**src/rtl/ccr_defs.vh**
```
// constants for the codec control register bank
`ifndef CCR_DEFS_VH
`define CCR_DEFS_VH
// ---------------------------------------------
// register address codes and reset value
// ---------------------------------------------
`define CCR_ADDR_A        3'h0
`define CCR_ADDR_B        3'h1
`define CCR_ADDR_C        3'h2
`define CCR_ADDR_D        3'h3
`define CCR_ADDR_E        3'h4
`define CCR_ADDR_F        3'h5
`define CCR_REG_RESET     8'h00
// ---------------------------------------------
// control word fields
// ---------------------------------------------
`define CCR_CW_CTRL       15
`define CCR_CW_RW         14
`define CCR_CW_DEV_HI     13
`define CCR_CW_DEV_LO     11
`define CCR_CW_REG_HI     10
`define CCR_CW_REG_LO     8
// ---------------------------------------------
// register a bits
// ---------------------------------------------
`define CCR_A_MODE        0
`define CCR_A_MIXED       1
`define CCR_A_DLB         2
`define CCR_A_PLB         3
`define CCR_A_SWRST       7
// ---------------------------------------------
// timing and sizes
// ---------------------------------------------
`define CCR_RESET_CYCLES  3'h4
`define CCR_FS_DIV_BASE   12'h800
`define CCR_WORD_BITS     16
`define CCR_FIFO_DEPTH    8
`define CCR_FIFO_AW       3
`endif

```
**src/rtl/ccr_bank.v**
```verilog
// codec control register bank with program-mode word handling and cascade forward
`timescale 1ns/1ps
`include "ccr_defs.vh"

// ---------------------------------------------
// word fifo
// ---------------------------------------------
module ccr_fifo #(
	parameter WIDTH = 16,
	parameter DEPTH = 8,
	parameter AW    = 3
) (
	input  wire             ref_clk_in,
	input  wire             rst_in,
	input  wire [WIDTH-1:0] wr_data_in,
	input  wire             wr_valid_in,
	output wire             wr_ready_out,
	output wire [WIDTH-1:0] rd_data_out,
	output wire             rd_valid_out,
	input  wire             rd_ready_in
);
	reg  [WIDTH-1:0] mem [0:DEPTH-1];
	reg  [AW:0]      wr_ptr_r;
	reg  [AW:0]      rd_ptr_r;
	wire             full_w;
	wire             empty_w;
	assign full_w       = (wr_ptr_r[AW] != rd_ptr_r[AW]) && (wr_ptr_r[AW-1:0] == rd_ptr_r[AW-1:0]);
	assign empty_w      = (wr_ptr_r == rd_ptr_r);
	assign wr_ready_out = ~full_w;
	assign rd_valid_out = ~empty_w;
	assign rd_data_out  = mem[rd_ptr_r[AW-1:0]];
	always @(posedge ref_clk_in)
	begin
		if (wr_valid_in && !full_w)
			mem[wr_ptr_r[AW-1:0]] <= wr_data_in;
	end
	always @(posedge ref_clk_in or posedge rst_in)
	begin
		if (rst_in)
		begin
			wr_ptr_r <= {(AW+1){1'b0}};
			rd_ptr_r <= {(AW+1){1'b0}};
		end
		else
		begin
			if (wr_valid_in && !full_w)
				wr_ptr_r <= wr_ptr_r + 1'b1;
			if (rd_ready_in && !empty_w)
				rd_ptr_r <= rd_ptr_r + 1'b1;
		end
	end
endmodule

// Operation
// - register a bit 0: 0 program mode, 1 data mode
// - register a bit 1 enables mixed program/data mode
// - register a bits 2 and 3 enable digital and port loop-back
// - register a bits 4-6 hold device count, bit 4 lsb
// - writing 1 to register a bit 7 starts software reset
// - register b: rate bits 0-1, serial divider 2-3, master divider 4-6
// - register b bit 7 enables control echo
// - register c: global power 0, adc 3, dac 4, reference 5, refout 6
// - register d: input gain 0-2, modulator reset 3, output gain 4-6, mute 7
// - register e: dac advance 0-4, interpolator bypass bit 5
// - register f: single-ended 5, input invert 6, analog loop-back 7
// - register changes accepted only in program or mixed mode
// - every transfer is a 16-bit packet
// - in program mode each packet is a control word
// - device address zero means the word is for this device
// - nonzero address is decremented and the word forwarded out
// - after reset with port enable, frame sync marks each output sample
// - frame sync at master clock/2048 until register b written, then rate bits
// - word: 15 control flag, 14 read/write, 13-11 device, 10-8 register, 7-0 data
// - hardware or software reset zeroes all registers over 4 clock cycles
module ccr_bank (
	input  wire        ref_clk_in,
	input  wire        sys_rst_in,
	input  wire [15:0] word_in,
	input  wire        word_valid_in,
	output reg         word_ready_out,
	input  wire        port_enable_pin_in,
	output reg  [15:0] fwd_word_out,
	output reg         fwd_valid_out,
	input  wire        fwd_ready_in,
	output reg         output_frame_sync_out,
	output reg  [7:0]  control_reg_a_out,
	output reg  [7:0]  control_reg_b_out,
	output reg  [7:0]  control_reg_c_out,
	output reg  [7:0]  control_reg_d_out,
	output reg  [7:0]  control_reg_e_out,
	output reg  [7:0]  control_reg_f_out,
	output reg         in_reset_out
);
	// ---------------------------------------------
	// internal state
	// ---------------------------------------------
	reg  [7:0]  reg_a_r;
	reg  [7:0]  reg_b_r;
	reg  [7:0]  reg_c_r;
	reg  [7:0]  reg_d_r;
	reg  [7:0]  reg_e_r;
	reg  [7:0]  reg_f_r;
	reg  [2:0]  rst_cnt_r;
	reg         b_written_r;
	reg  [11:0] fs_cnt_r;
	reg         pe_meta_r;
	reg         pe_sync_r;
	reg  [15:0] q_data_r;
	reg         q_valid_r;
	wire        soft_busy_w;
	wire [15:0] ff_data_w;
	wire        ff_valid_w;
	wire        ff_ready_w;
	wire        cfg_ok_w;
	wire        take_w;
	wire [2:0]  dev_w;
	wire [2:0]  sel_w;
	wire        for_me_w;
	wire        is_ctrl_w;
	wire [11:0] fs_div_w;
	wire        fs_hit_w;
	wire        out_load_w;

	assign soft_busy_w = (rst_cnt_r != 3'h0);
	// ---------------------------------------------
	// incoming words pass through the fifo; it is not read while reset runs and stalls the source only when full
	// ---------------------------------------------
	ccr_fifo #(
		.WIDTH (`CCR_WORD_BITS),
		.DEPTH (`CCR_FIFO_DEPTH),
		.AW    (`CCR_FIFO_AW)
	) u_fifo (
		.ref_clk_in   (ref_clk_in),
		.rst_in       (sys_rst_in),
		.wr_data_in   (word_in),
		.wr_valid_in  (word_valid_in),
		.wr_ready_out (ff_ready_w),
		.rd_data_out  (ff_data_w),
		.rd_valid_out (ff_valid_w),
		.rd_ready_in  (take_w)
	);

	// forwarded words wait in a one-word holding slot, so a stalled
	// downstream port backs up into the fifo instead of dropping words
	// the slot moves into the output register only when that register is free or drained
	assign out_load_w = q_valid_r && (!fwd_valid_out || fwd_ready_in);
	assign take_w    = ff_valid_w && !soft_busy_w && !(q_valid_r && !out_load_w);
	assign dev_w     = ff_data_w[`CCR_CW_DEV_HI:`CCR_CW_DEV_LO];
	assign sel_w     = ff_data_w[`CCR_CW_REG_HI:`CCR_CW_REG_LO];
	assign is_ctrl_w = ff_data_w[`CCR_CW_CTRL];
	assign for_me_w  = (dev_w == 3'h0);
	// data mode without mixed mode locks the registers until hardware reset
	assign cfg_ok_w  = !reg_a_r[`CCR_A_MODE] || reg_a_r[`CCR_A_MIXED];

	// ---------------------------------------------
	// registers
	// ---------------------------------------------
	always @(posedge ref_clk_in or posedge sys_rst_in)
	begin
		if (sys_rst_in)
		begin
			reg_a_r     <= `CCR_REG_RESET;
			reg_b_r     <= `CCR_REG_RESET;
			reg_c_r     <= `CCR_REG_RESET;
			reg_d_r     <= `CCR_REG_RESET;
			reg_e_r     <= `CCR_REG_RESET;
			reg_f_r     <= `CCR_REG_RESET;
			rst_cnt_r   <= `CCR_RESET_CYCLES;
			b_written_r <= 1'b0;
			q_data_r    <= 16'h0000;
			q_valid_r   <= 1'b0;
		end
		else
		begin
			if (out_load_w)
				q_valid_r <= 1'b0;
			if (soft_busy_w)
			begin
				// reset holds the bank at zero for the full count
				rst_cnt_r   <= rst_cnt_r - 3'h1;
				reg_a_r     <= `CCR_REG_RESET;
				reg_b_r     <= `CCR_REG_RESET;
				reg_c_r     <= `CCR_REG_RESET;
				reg_d_r     <= `CCR_REG_RESET;
				reg_e_r     <= `CCR_REG_RESET;
				reg_f_r     <= `CCR_REG_RESET;
				b_written_r <= 1'b0;
			end
			else if (take_w)
			begin
				// each 16-bit entry is one packet; a clear flag bit in
				// program mode is an invalid word and is dropped
				if (!for_me_w && is_ctrl_w && cfg_ok_w)
				begin
					q_data_r  <= {ff_data_w[15:14], dev_w - 3'h1, ff_data_w[10:0]};
					q_valid_r <= 1'b1;
				end
				else if (for_me_w && is_ctrl_w && cfg_ok_w && !ff_data_w[`CCR_CW_RW])
				begin
					if (sel_w == `CCR_ADDR_A)
					begin
						// bit 7 is a strobe: it starts reset and is never stored
						reg_a_r <= {1'b0, ff_data_w[6:0]};
						if (ff_data_w[`CCR_A_SWRST])
							rst_cnt_r <= `CCR_RESET_CYCLES;
					end
					else if (sel_w == `CCR_ADDR_B)
					begin
						reg_b_r     <= ff_data_w[7:0];
						b_written_r <= 1'b1;
					end
					else if (sel_w == `CCR_ADDR_C)
						reg_c_r <= ff_data_w[7:0];
					else if (sel_w == `CCR_ADDR_D)
						reg_d_r <= ff_data_w[7:0];
					else if (sel_w == `CCR_ADDR_E)
						reg_e_r <= ff_data_w[7:0];
					else if (sel_w == `CCR_ADDR_F)
						reg_f_r <= ff_data_w[7:0];
					// codes 6 and 7 fall through untouched
				end
				else if (for_me_w && is_ctrl_w && cfg_ok_w)
				begin
					// read: selected register goes into the data field and out
					q_valid_r <= 1'b1;
					if (sel_w == `CCR_ADDR_A)
						q_data_r <= {ff_data_w[15:8], reg_a_r};
					else if (sel_w == `CCR_ADDR_B)
						q_data_r <= {ff_data_w[15:8], reg_b_r};
					else if (sel_w == `CCR_ADDR_C)
						q_data_r <= {ff_data_w[15:8], reg_c_r};
					else if (sel_w == `CCR_ADDR_D)
						q_data_r <= {ff_data_w[15:8], reg_d_r};
					else if (sel_w == `CCR_ADDR_E)
						q_data_r <= {ff_data_w[15:8], reg_e_r};
					else if (sel_w == `CCR_ADDR_F)
						q_data_r <= {ff_data_w[15:8], reg_f_r};
					else
						q_data_r <= {ff_data_w[15:8], 8'h00};
				end
			end
		end
	end

	// ---------------------------------------------
	// output frame sync timing
	// ---------------------------------------------
	// default rate until register b is written, then 2048 >> rate select
	assign fs_div_w = b_written_r ? (`CCR_FS_DIV_BASE >> reg_b_r[1:0]) : `CCR_FS_DIV_BASE;
	assign fs_hit_w = (fs_cnt_r == fs_div_w - 12'h001);

	always @(posedge ref_clk_in or posedge sys_rst_in)
	begin
		if (sys_rst_in)
		begin
			pe_meta_r             <= 1'b0;
			pe_sync_r             <= 1'b0;
			fs_cnt_r              <= 12'h000;
			output_frame_sync_out <= 1'b0;
		end
		else
		begin
			pe_meta_r <= port_enable_pin_in;
			pe_sync_r <= pe_meta_r;
			// counter also restarts when a rate change leaves it at or past the new period
			if (!pe_sync_r || soft_busy_w || fs_hit_w || fs_cnt_r >= fs_div_w)
				fs_cnt_r <= 12'h000;
			else
				fs_cnt_r <= fs_cnt_r + 12'h001;
			output_frame_sync_out <= pe_sync_r && !soft_busy_w && fs_hit_w;
		end
	end

	// ---------------------------------------------
	// registered outputs
	// ---------------------------------------------
	always @(posedge ref_clk_in or posedge sys_rst_in)
	begin
		if (sys_rst_in)
		begin
			control_reg_a_out <= 8'h00;
			control_reg_b_out <= 8'h00;
			control_reg_c_out <= 8'h00;
			control_reg_d_out <= 8'h00;
			control_reg_e_out <= 8'h00;
			control_reg_f_out <= 8'h00;
			fwd_word_out      <= 16'h0000;
			fwd_valid_out     <= 1'b0;
			word_ready_out    <= 1'b0;
			in_reset_out      <= 1'b1;
		end
		else
		begin
			control_reg_a_out <= reg_a_r;
			control_reg_b_out <= reg_b_r;
			control_reg_c_out <= reg_c_r;
			control_reg_d_out <= reg_d_r;
			control_reg_e_out <= reg_e_r;
			control_reg_f_out <= reg_f_r;
			// word and valid hold until the downstream side takes them
			if (out_load_w)
			begin
				fwd_word_out  <= q_data_r;
				fwd_valid_out <= 1'b1;
			end
			else if (fwd_ready_in)
				fwd_valid_out <= 1'b0;
			word_ready_out    <= ff_ready_w;
			in_reset_out      <= soft_busy_w;
		end
	end
endmodule

```
**config.mk**
```make
export PLATFORM = sky130hd
export DESIGN_NAME = ccr_bank
export DESIGN_NICKNAME = d
export VERILOG_FILES = /design/src/rtl/ccr_bank.v
export VERILOG_INCLUDE_DIRS = /design/src /design/src/rtl
export SDC_FILE = /design/constraint.sdc
export NUM_CORES = 1
export LEC_CHECK = 0
export ABC_AREA = 1
export BUFFER_PORTS_ARGS = -buffer_cell sky130_fd_sc_hd__buf_4
export CORE_UTILIZATION = 40
export CTS_CLUSTER_SIZE = 30
export DETAILED_ROUTE_END_ITERATION = 16
export PLACE_DENSITY = 0.62
export RECOVER_POWER = 50
export SYNTH_ARGS = -nofsm -noshare
export SYNTH_HDL_FRONTEND = slang
export SYNTH_SLANG_ARGS = --single-unit
```
**constraint.sdc**
```tcl
create_clock -name ref_clk_in -period 7.8 [get_ports ref_clk_in]
set_input_delay 0.78 -clock ref_clk_in [delete_from_list [all_inputs] [get_ports ref_clk_in]]
set_output_delay 0.78 -clock ref_clk_in [all_outputs]
set_load 0.01 [all_outputs]
```
; ---- Yosys cells after proc, flatten, opt, wreduce, memory -nomap -nowiden
; Memories as Yosys holds them, arrays and structs flattened.
; Cells that the tools add are included.
; Widths: inputs -> output; s select.
[classes]
addsub = 6
n_mul = 0
n_div = 0
order_cmp = 1
eq_ne = 16
shift = 1
muxes = 78
n_bitwise = 3
n_reduce_logical = 51
[ops]
columns = operator, count
row1 = $mux 8, 51
row2 = $mux 16, 3
row3 = $mux 12, 2
row4 = $reduce_bool 2->1, 11
row5 = $mux 3, 6
row6 = $mux 1, 16
row7 = $logic_and 1x1->1, 14
row8 = $ne 2x2->1 const B, 7
row9 = $add 12x1->12 const B, 1
row10 = $eq 12x12->1, 1
row11 = $ge 12x12->1, 1
row12 = $shr 12x2->12 const A, 1
row13 = $sub 12x1->12 const B, 1
row14 = $logic_not 1->1, 10
row15 = $reduce_and 5->1, 2
row16 = $reduce_and 9->1, 1
row17 = $add 4x1->4 const B, 2
row18 = $reduce_and 4->1, 2
row19 = $reduce_and 8->1, 1
row20 = $reduce_and 7->1, 1
row21 = $eq 3x2->1 const B, 2
row22 = $eq 3x3->1 const B, 2
row23 = $logic_not 3->1, 2
row24 = $reduce_and 6->1, 1
row25 = other kinds (8), 15
[word_totals]
regBits = 159
latchBits = 0
ramBits = 128
romBits = 0
input_bits = 21
out_inout_bits = 68
word_cells = 183
memories = 1
[mem_list]
columns = memory, depth, width, read_ports, rd_clocked_by_memory_dff, write_ports, line
row1 = u_fifo.mem, 8, 16, 1, 0, 1, ccr_bank.v:22  ; reg [WIDTH-1:0] mem [0:DEPTH-1];

; ---- Depth between registers and ports, before layout
; An unclocked memory read counts as a cell.
[logic_depth]
word_depth = 12
ltp_mapped = 20
depth_no_buf = 16

; ---- By module
; Synthesis repeated with hierarchy kept, for this count alone.
[hier_totals]
hier_cells = 1086
area_unflattened_um2 = 11726.2
[modules_own_cells]
columns = module, instances, cells_per_inst, area_each_um2, seq_area_each_um2
row1 = ccr_bank, 1, 639, 6242.2, 3731.1
row2 = ccr_fifo, 1, 447, 5484.0, 4043.9

; ---- Least setup slack after synthesis
; OpenSTA, ideal clock, no wires.
[synth_path]
path_type = reg-to-reg
start = reg u_fifo.rd_ptr_r[0]
end = reg reg_f_r[1]
setup_time_ps = 132
t_arrival_ps = 2396
required_ps = 7668
slack_ps = 5272
path_stages_with_launch = 17
path_buffers = 4
synth_period_minus_slack_ps = 2528
cell_sequence = dfrtp_1 -> buf_6 -> buf_2 -> clkbuf_1 -> o21ai_0 -> o22ai_1 -> inv_1 -> o21ai_0 -> inv_1 -> ha_1 -> nand2_2 -> inv_2 -> nand2_4 -> nor2_8 -> a21oi_2 -> buf_6 -> o21ai_0
[synth_via]
elab_chain_len = 11
word_cells_on_any_way = 39
cone_classes = eq/ne (12) / mux (10) / bitwise (1) / reduce/logical (15) / memory (1)
[synth_lines]
columns = item, line
row1 = start: declaration, ccr_bank.v:24  ; reg [AW:0] rd_ptr_r;
row2 = start signal: assignment, ccr_bank.v:42  ; rd_ptr_r <= {(AW+1){1'b0}};
row3 = start signal: assignment, ccr_bank.v:49  ; rd_ptr_r <= rd_ptr_r + 1'b1;
row4 = $mem_v2 8x16, --
row5 = $mux 8, ccr_bank.v:218  ; else if (sel_w == `CCR_ADDR_F)
row6 = $mux 8, ccr_bank.v:216  ; else if (sel_w == `CCR_ADDR_E)
row7 = $mux 8, ccr_bank.v:214  ; else if (sel_w == `CCR_ADDR_D)
row8 = $mux 8, ccr_bank.v:212  ; else if (sel_w == `CCR_ADDR_C)
row9 = $mux 8, ccr_bank.v:207  ; else if (sel_w == `CCR_ADDR_B)
row10 = $mux 8, ccr_bank.v:200  ; if (sel_w == `CCR_ADDR_A)
row11 = $mux 8, ccr_bank.v:198  ; else if (for_me_w && is_ctrl_w && cfg_ok_w && !ff_data_w[`CCR_CW_RW])
row12 = $mux 8, ccr_bank.v:193  ; if (!for_me_w && is_ctrl_w && cfg_ok_w)
row13 = $mux 8, ccr_bank.v:189  ; else if (take_w)
row14 = $mux 8, ccr_bank.v:177  ; if (soft_busy_w)
row15 = end signal: assignment, ccr_bank.v:167  ; reg_f_r <= `CCR_REG_RESET;
row16 = end signal: assignment, ccr_bank.v:186  ; reg_f_r <= `CCR_REG_RESET;
row17 = end signal: assignment, ccr_bank.v:219  ; reg_f_r <= ff_data_w[7:0];
row18 = end: declaration, ccr_bank.v:102  ; reg [7:0] reg_f_r;
; Several ways; a longest one is shown, not always the timed one. The select of a mux whose other input is x is not followed.
; A chain may end at the register's enable or synchronous reset.

; ---- Final worst setup path
[layout_path]
start = reg u_fifo.rd_ptr_r[0]
end = reg q_data_r[6]
[layout_via]
elab_chain_len = 11
word_cells_on_any_way = 31
cone_classes = eq/ne (7) / mux (9) / bitwise (1) / reduce/logical (13) / memory (1)
[layout_lines]
columns = item, line
row1 = $mem_v2 8x16, --
row2 = $eq 3x3->1 (no line), --
row3 = $mux 8, ccr_bank.v:236  ; else if (sel_w == `CCR_ADDR_F)
row4 = $mux 8, ccr_bank.v:234  ; else if (sel_w == `CCR_ADDR_E)
row5 = $mux 8, ccr_bank.v:232  ; else if (sel_w == `CCR_ADDR_D)
row6 = $mux 8, ccr_bank.v:230  ; else if (sel_w == `CCR_ADDR_C)
row7 = $mux 8, ccr_bank.v:228  ; else if (sel_w == `CCR_ADDR_B)
row8 = $mux 8, ccr_bank.v:226  ; if (sel_w == `CCR_ADDR_A)
row9 = $mux 16, ccr_bank.v:222  ; else if (for_me_w && is_ctrl_w && cfg_ok_w)
row10 = $mux 16, ccr_bank.v:198
row11 = $mux 16, ccr_bank.v:193
row12 = end signal: assignment, ccr_bank.v:195  ; q_data_r <= {ff_data_w[15:14], dev_w - 3'h1, ff_data_w[10:0]};
row13 = end signal: assignment, ccr_bank.v:227  ; q_data_r <= {ff_data_w[15:8], reg_a_r};
row14 = end signal: assignment, ccr_bank.v:229  ; q_data_r <= {ff_data_w[15:8], reg_b_r};
row15 = end: declaration, ccr_bank.v:108  ; reg [15:0] q_data_r;
; Several ways; a longest one is shown, not always the timed one. The select of a mux whose other input is x is not followed.

==> flow_summary.yaml <==
status:
  status: "finished with violations"
  violations: "max-capacitance violations, max-slew violations"
drt:
  dr.pass1.iters: 5
  vias: 7535
  routed_wl_mm: 25.2
  drc: 0
  ant_nets: 0
  drt_iter0_markers: 579
  routedWlPerCell_um: 16.2
  routed_via_density: 4.83
power_and_ir_drop:
  power_frac_seq: 0.385
  p_per_area_nw_per_um2: 419
  max-vdd-ir-drop_mv: 0.179
  clkPwrFrac: 0.265
  p_sw_mw: 2.15
  leakagePower_nw: 5.76
  switching_share: 0.381
  total_power_mw: 5.65
  internal_power_mw: 3.50
  p_comb_frac: 0.349
timing:
  max_freq_mhz: 282
  fin_crit_sh: 0.454
  slew_headroom: -1.60
  slew_violations: 89
  setup_viol: 0
  timing.setup.tns_ps: 0
  worst_clock_skew_ps: 11.7
  hold_viol_final: 0
  worstMarginPinSlew_ps: 3880
  rsz0062_at_grt: "false"
  period_needed_ps: 3540
logic_synthesis:
  syn-num-nets: 1099
  yosys-top-cells-count: "nand2_1 (226), dfrtp_1 (155), edfxtp_1 (128)"
  async_flop_share: 0.551
  ys_ff_latch: 285
  synth_top_area_frac: 0.333
  synthesis.instances: 1066
  yosysMostFrequentCell: "nand2_1"
  synth_edf_count: 128
  synth_area_um2: 11700
  ys_warn_count: 0
  syn_avg_cell_area_um2: 10.9
  yosys-top-cells-area: "dfrtp_1 (33%), edfxtp_1 (33%), nand2_1 (7.3%)"
  yosys.area.top_type: "dfrtp_1"
  seq_area_frac_synth: 0.667
  synth_flop_cell: "dfrtp_1"
  synth_cell_types: 45
clocking:
  cts_buffer_depth: 3
  cts_inserted_buffers: 29
  clkLatencyLatePin_ps: 540
  clk_pin_slew_ps: 60
  h-tree-depth: 1
  ctsRootBufferMaster: "clkbuf_16"
  cts_tree: "done"
  post_cts_resized: 0
  post-cts-setup-buffers: 0
  cts_hold_buf: 0
  cts_sinks: 285
floorplan:
  initial_core_util: 0.406
  row_count: 62
  io_pins: 89
  fp.dieW_um: 173
  core_um2: 28700
  dieArea_um2: 29800
  fp.dieH_um: 173
setup_path:
  cp_max_fo: 69
  critPathKind: "flip-flop to flip-flop"
  path_cells: "buf_4 > inv_4 > o21ai_0 > o22ai_1 > o21ai_1 > ha_1 > nand2_2 > nor2_1 > nor2_1 > nand2_1 > nand2_1 > a21boi_0"
  max_stage_delay_ps: 640
  endpoint_kind: "flip-flop"
  start_kind: "flip-flop"
  critPathBufInv: 2
  critPathSlowestCell: "nand2_1"
  crit_required_ps: 8210
  worstPathArrival_ps: 3950
  critPathTopFamily: "simple AND/OR/NAND/NOR gates"
cells_and_area:
  syn_to_final_growth_pct: 15.4
  nets: 1186
  final_util: 0.469
  num_antenna_cells: 0
  postLayoutCellArea_um2: 13500
  final_cells: 1559
  drive_gt1_frac: 0.149
placed_design:
  io_buffers: 87
  gp_congestion: 0.811
  dp_cells: 1506
  hpwl_mm: 16.2
  placed_area_um2: 12600
min_path:
  hp-class: "flip-flop to flip-flop"
global_route:
  grt_pass1_wl_mm: 39.7
  antenna_found_initial: 0
  grt_pass1_vias: 7122
  grt_overflow_total: 0
  grt_max_degree: 89
  grt_usage: 0.169
run:
  maxCapViolCount: 1
## flip-flops by register name, indices dropped and copies added (netlist names), 8 cells and up
register / cells
q_data_r: 16
fwd_word_out: 16
control_reg_d_out: 8
control_reg_f_out: 8
reg_e_r: 8
fs_cnt_r: 12
reg_c_r: 8
reg_b_r: 8
reg_f_r: 8
control_reg_b_out: 8
u_fifo.mem: 128
control_reg_c_out: 8
control_reg_e_out: 8
reg_d_r: 8
## metal layers
| metal | share of wire | global-route usage | vias up | wire length, µm |
|---|---|---|---|---|
| li1 | - | - | 3704 | - |
| met1 | 0.46 | 0.242 | 3575 | 11500 |
| met2 | 0.46 | 0.264 | 214 | 11500 |
| met3 | 0.056 | 0.0270 | 42 | 1410 |
| met4 | 0.027 | 0.0531 | 0 | 690 |
| met5 | 0 | 0 | - | 0 |
## path summary, 6_finish.rpt
kind	end	startpoint	depth (start not counted)	slack [ps]
min in group asynchronous	fwd_word_out[9]	sys_rst_in	2	1410
setup reg to reg	q_data_r[6]	u_fifo.rd_ptr_r[0]	12	4260
hold / removal	pe_sync_r	pe_meta_r	0	350
max in group asynchronous	reg_e_r[2]	sys_rst_in	3	4310
hold reg to reg	pe_sync_r	pe_meta_r	0	350
setup / recovery	q_data_r[6]	u_fifo.rd_ptr_r[0]	12	4260
## final cells by class
type	count	area, µm²
repair buffers	97	541
well taps	384	480
inverters	91	345
clock buffers	36	803
flip-flops and latches	285	7780
multi-input cells	649	3270
clock inverters	17	248
fillers	2708	15200
## kinds of logic (layout without fill, tap and decap cells)
kind of cell,Yosys count,after routing,share of synthesized area
muxes,8,8,0.00762
DFF,285,285,0.667
and+or+nand+nor,445,445,0.161
other,1,1,0.000321
buffers and inverters,132,241,0.0535
xor gates and xnor gates,16,16,0.0120
AOI/OAI and AO/OA,167,167,0.0858
adders and majority gates,12,12,0.0129
## worst reg2reg max path: stages, from the launching register on
cell and delay, ps:
dfrtp_2 340, buf_4 570, inv_4 440, o21ai_0 300, o22ai_1 90, o21ai_1 250
ha_1 220, nand2_2 80, nor2_1 150, nor2_1 60, nand2_1 640, nand2_1 130
a21boi_0 160
## cells in the final DEF (no fill, tap or decap), types with 9 or more instances in the layout
| cell | instances |
|---|---|
| xnor2_1 | 9 |
| o21ai_2 | 23 |
| o22ai_1 | 18 |
| o21ai_0 | 76 |
| a21oi_1 | 12 |
| edfxtp_1 | 128 |
| o21ai_1 | 24 |
| nand2_1 | 226 |
| nand2_2 | 16 |
| ha_1 | 12 |
| dfrtp_1 | 154 |
| nand3_1 | 48 |
| buf_4 | 45 |
| clkbuf_16 | 30 |
| inv_2 | 10 |
| nor2_1 | 123 |
| clkbuf_1 | 53 |
| inv_1 | 79 |
## power by group through the flow
stage / clock network [mW] / logic [mW] / registers, mW
finish: 1.50 / 1.97 / 2.18
global placement: 0 / 1.98 / 2.20
global route: 1.58 / 2.20 / 2.22
floorplan: 0 / 1.42 / 2.18
CTS: 1.53 / 2.02 / 2.18
detailed placement: 0 / 2.01 / 2.21
## per-stage QoR
stage,worst slack [ps],hold slack (ps)
4_1_cts,4280,331
2_1_floorplan,2790,331
3_3_place_gp,4460,338
6_report,4260,350
3_5_place_dp,4310,341
5_1_grt,3510,356
Note: power is estimated with default switching activity, not from simulation.
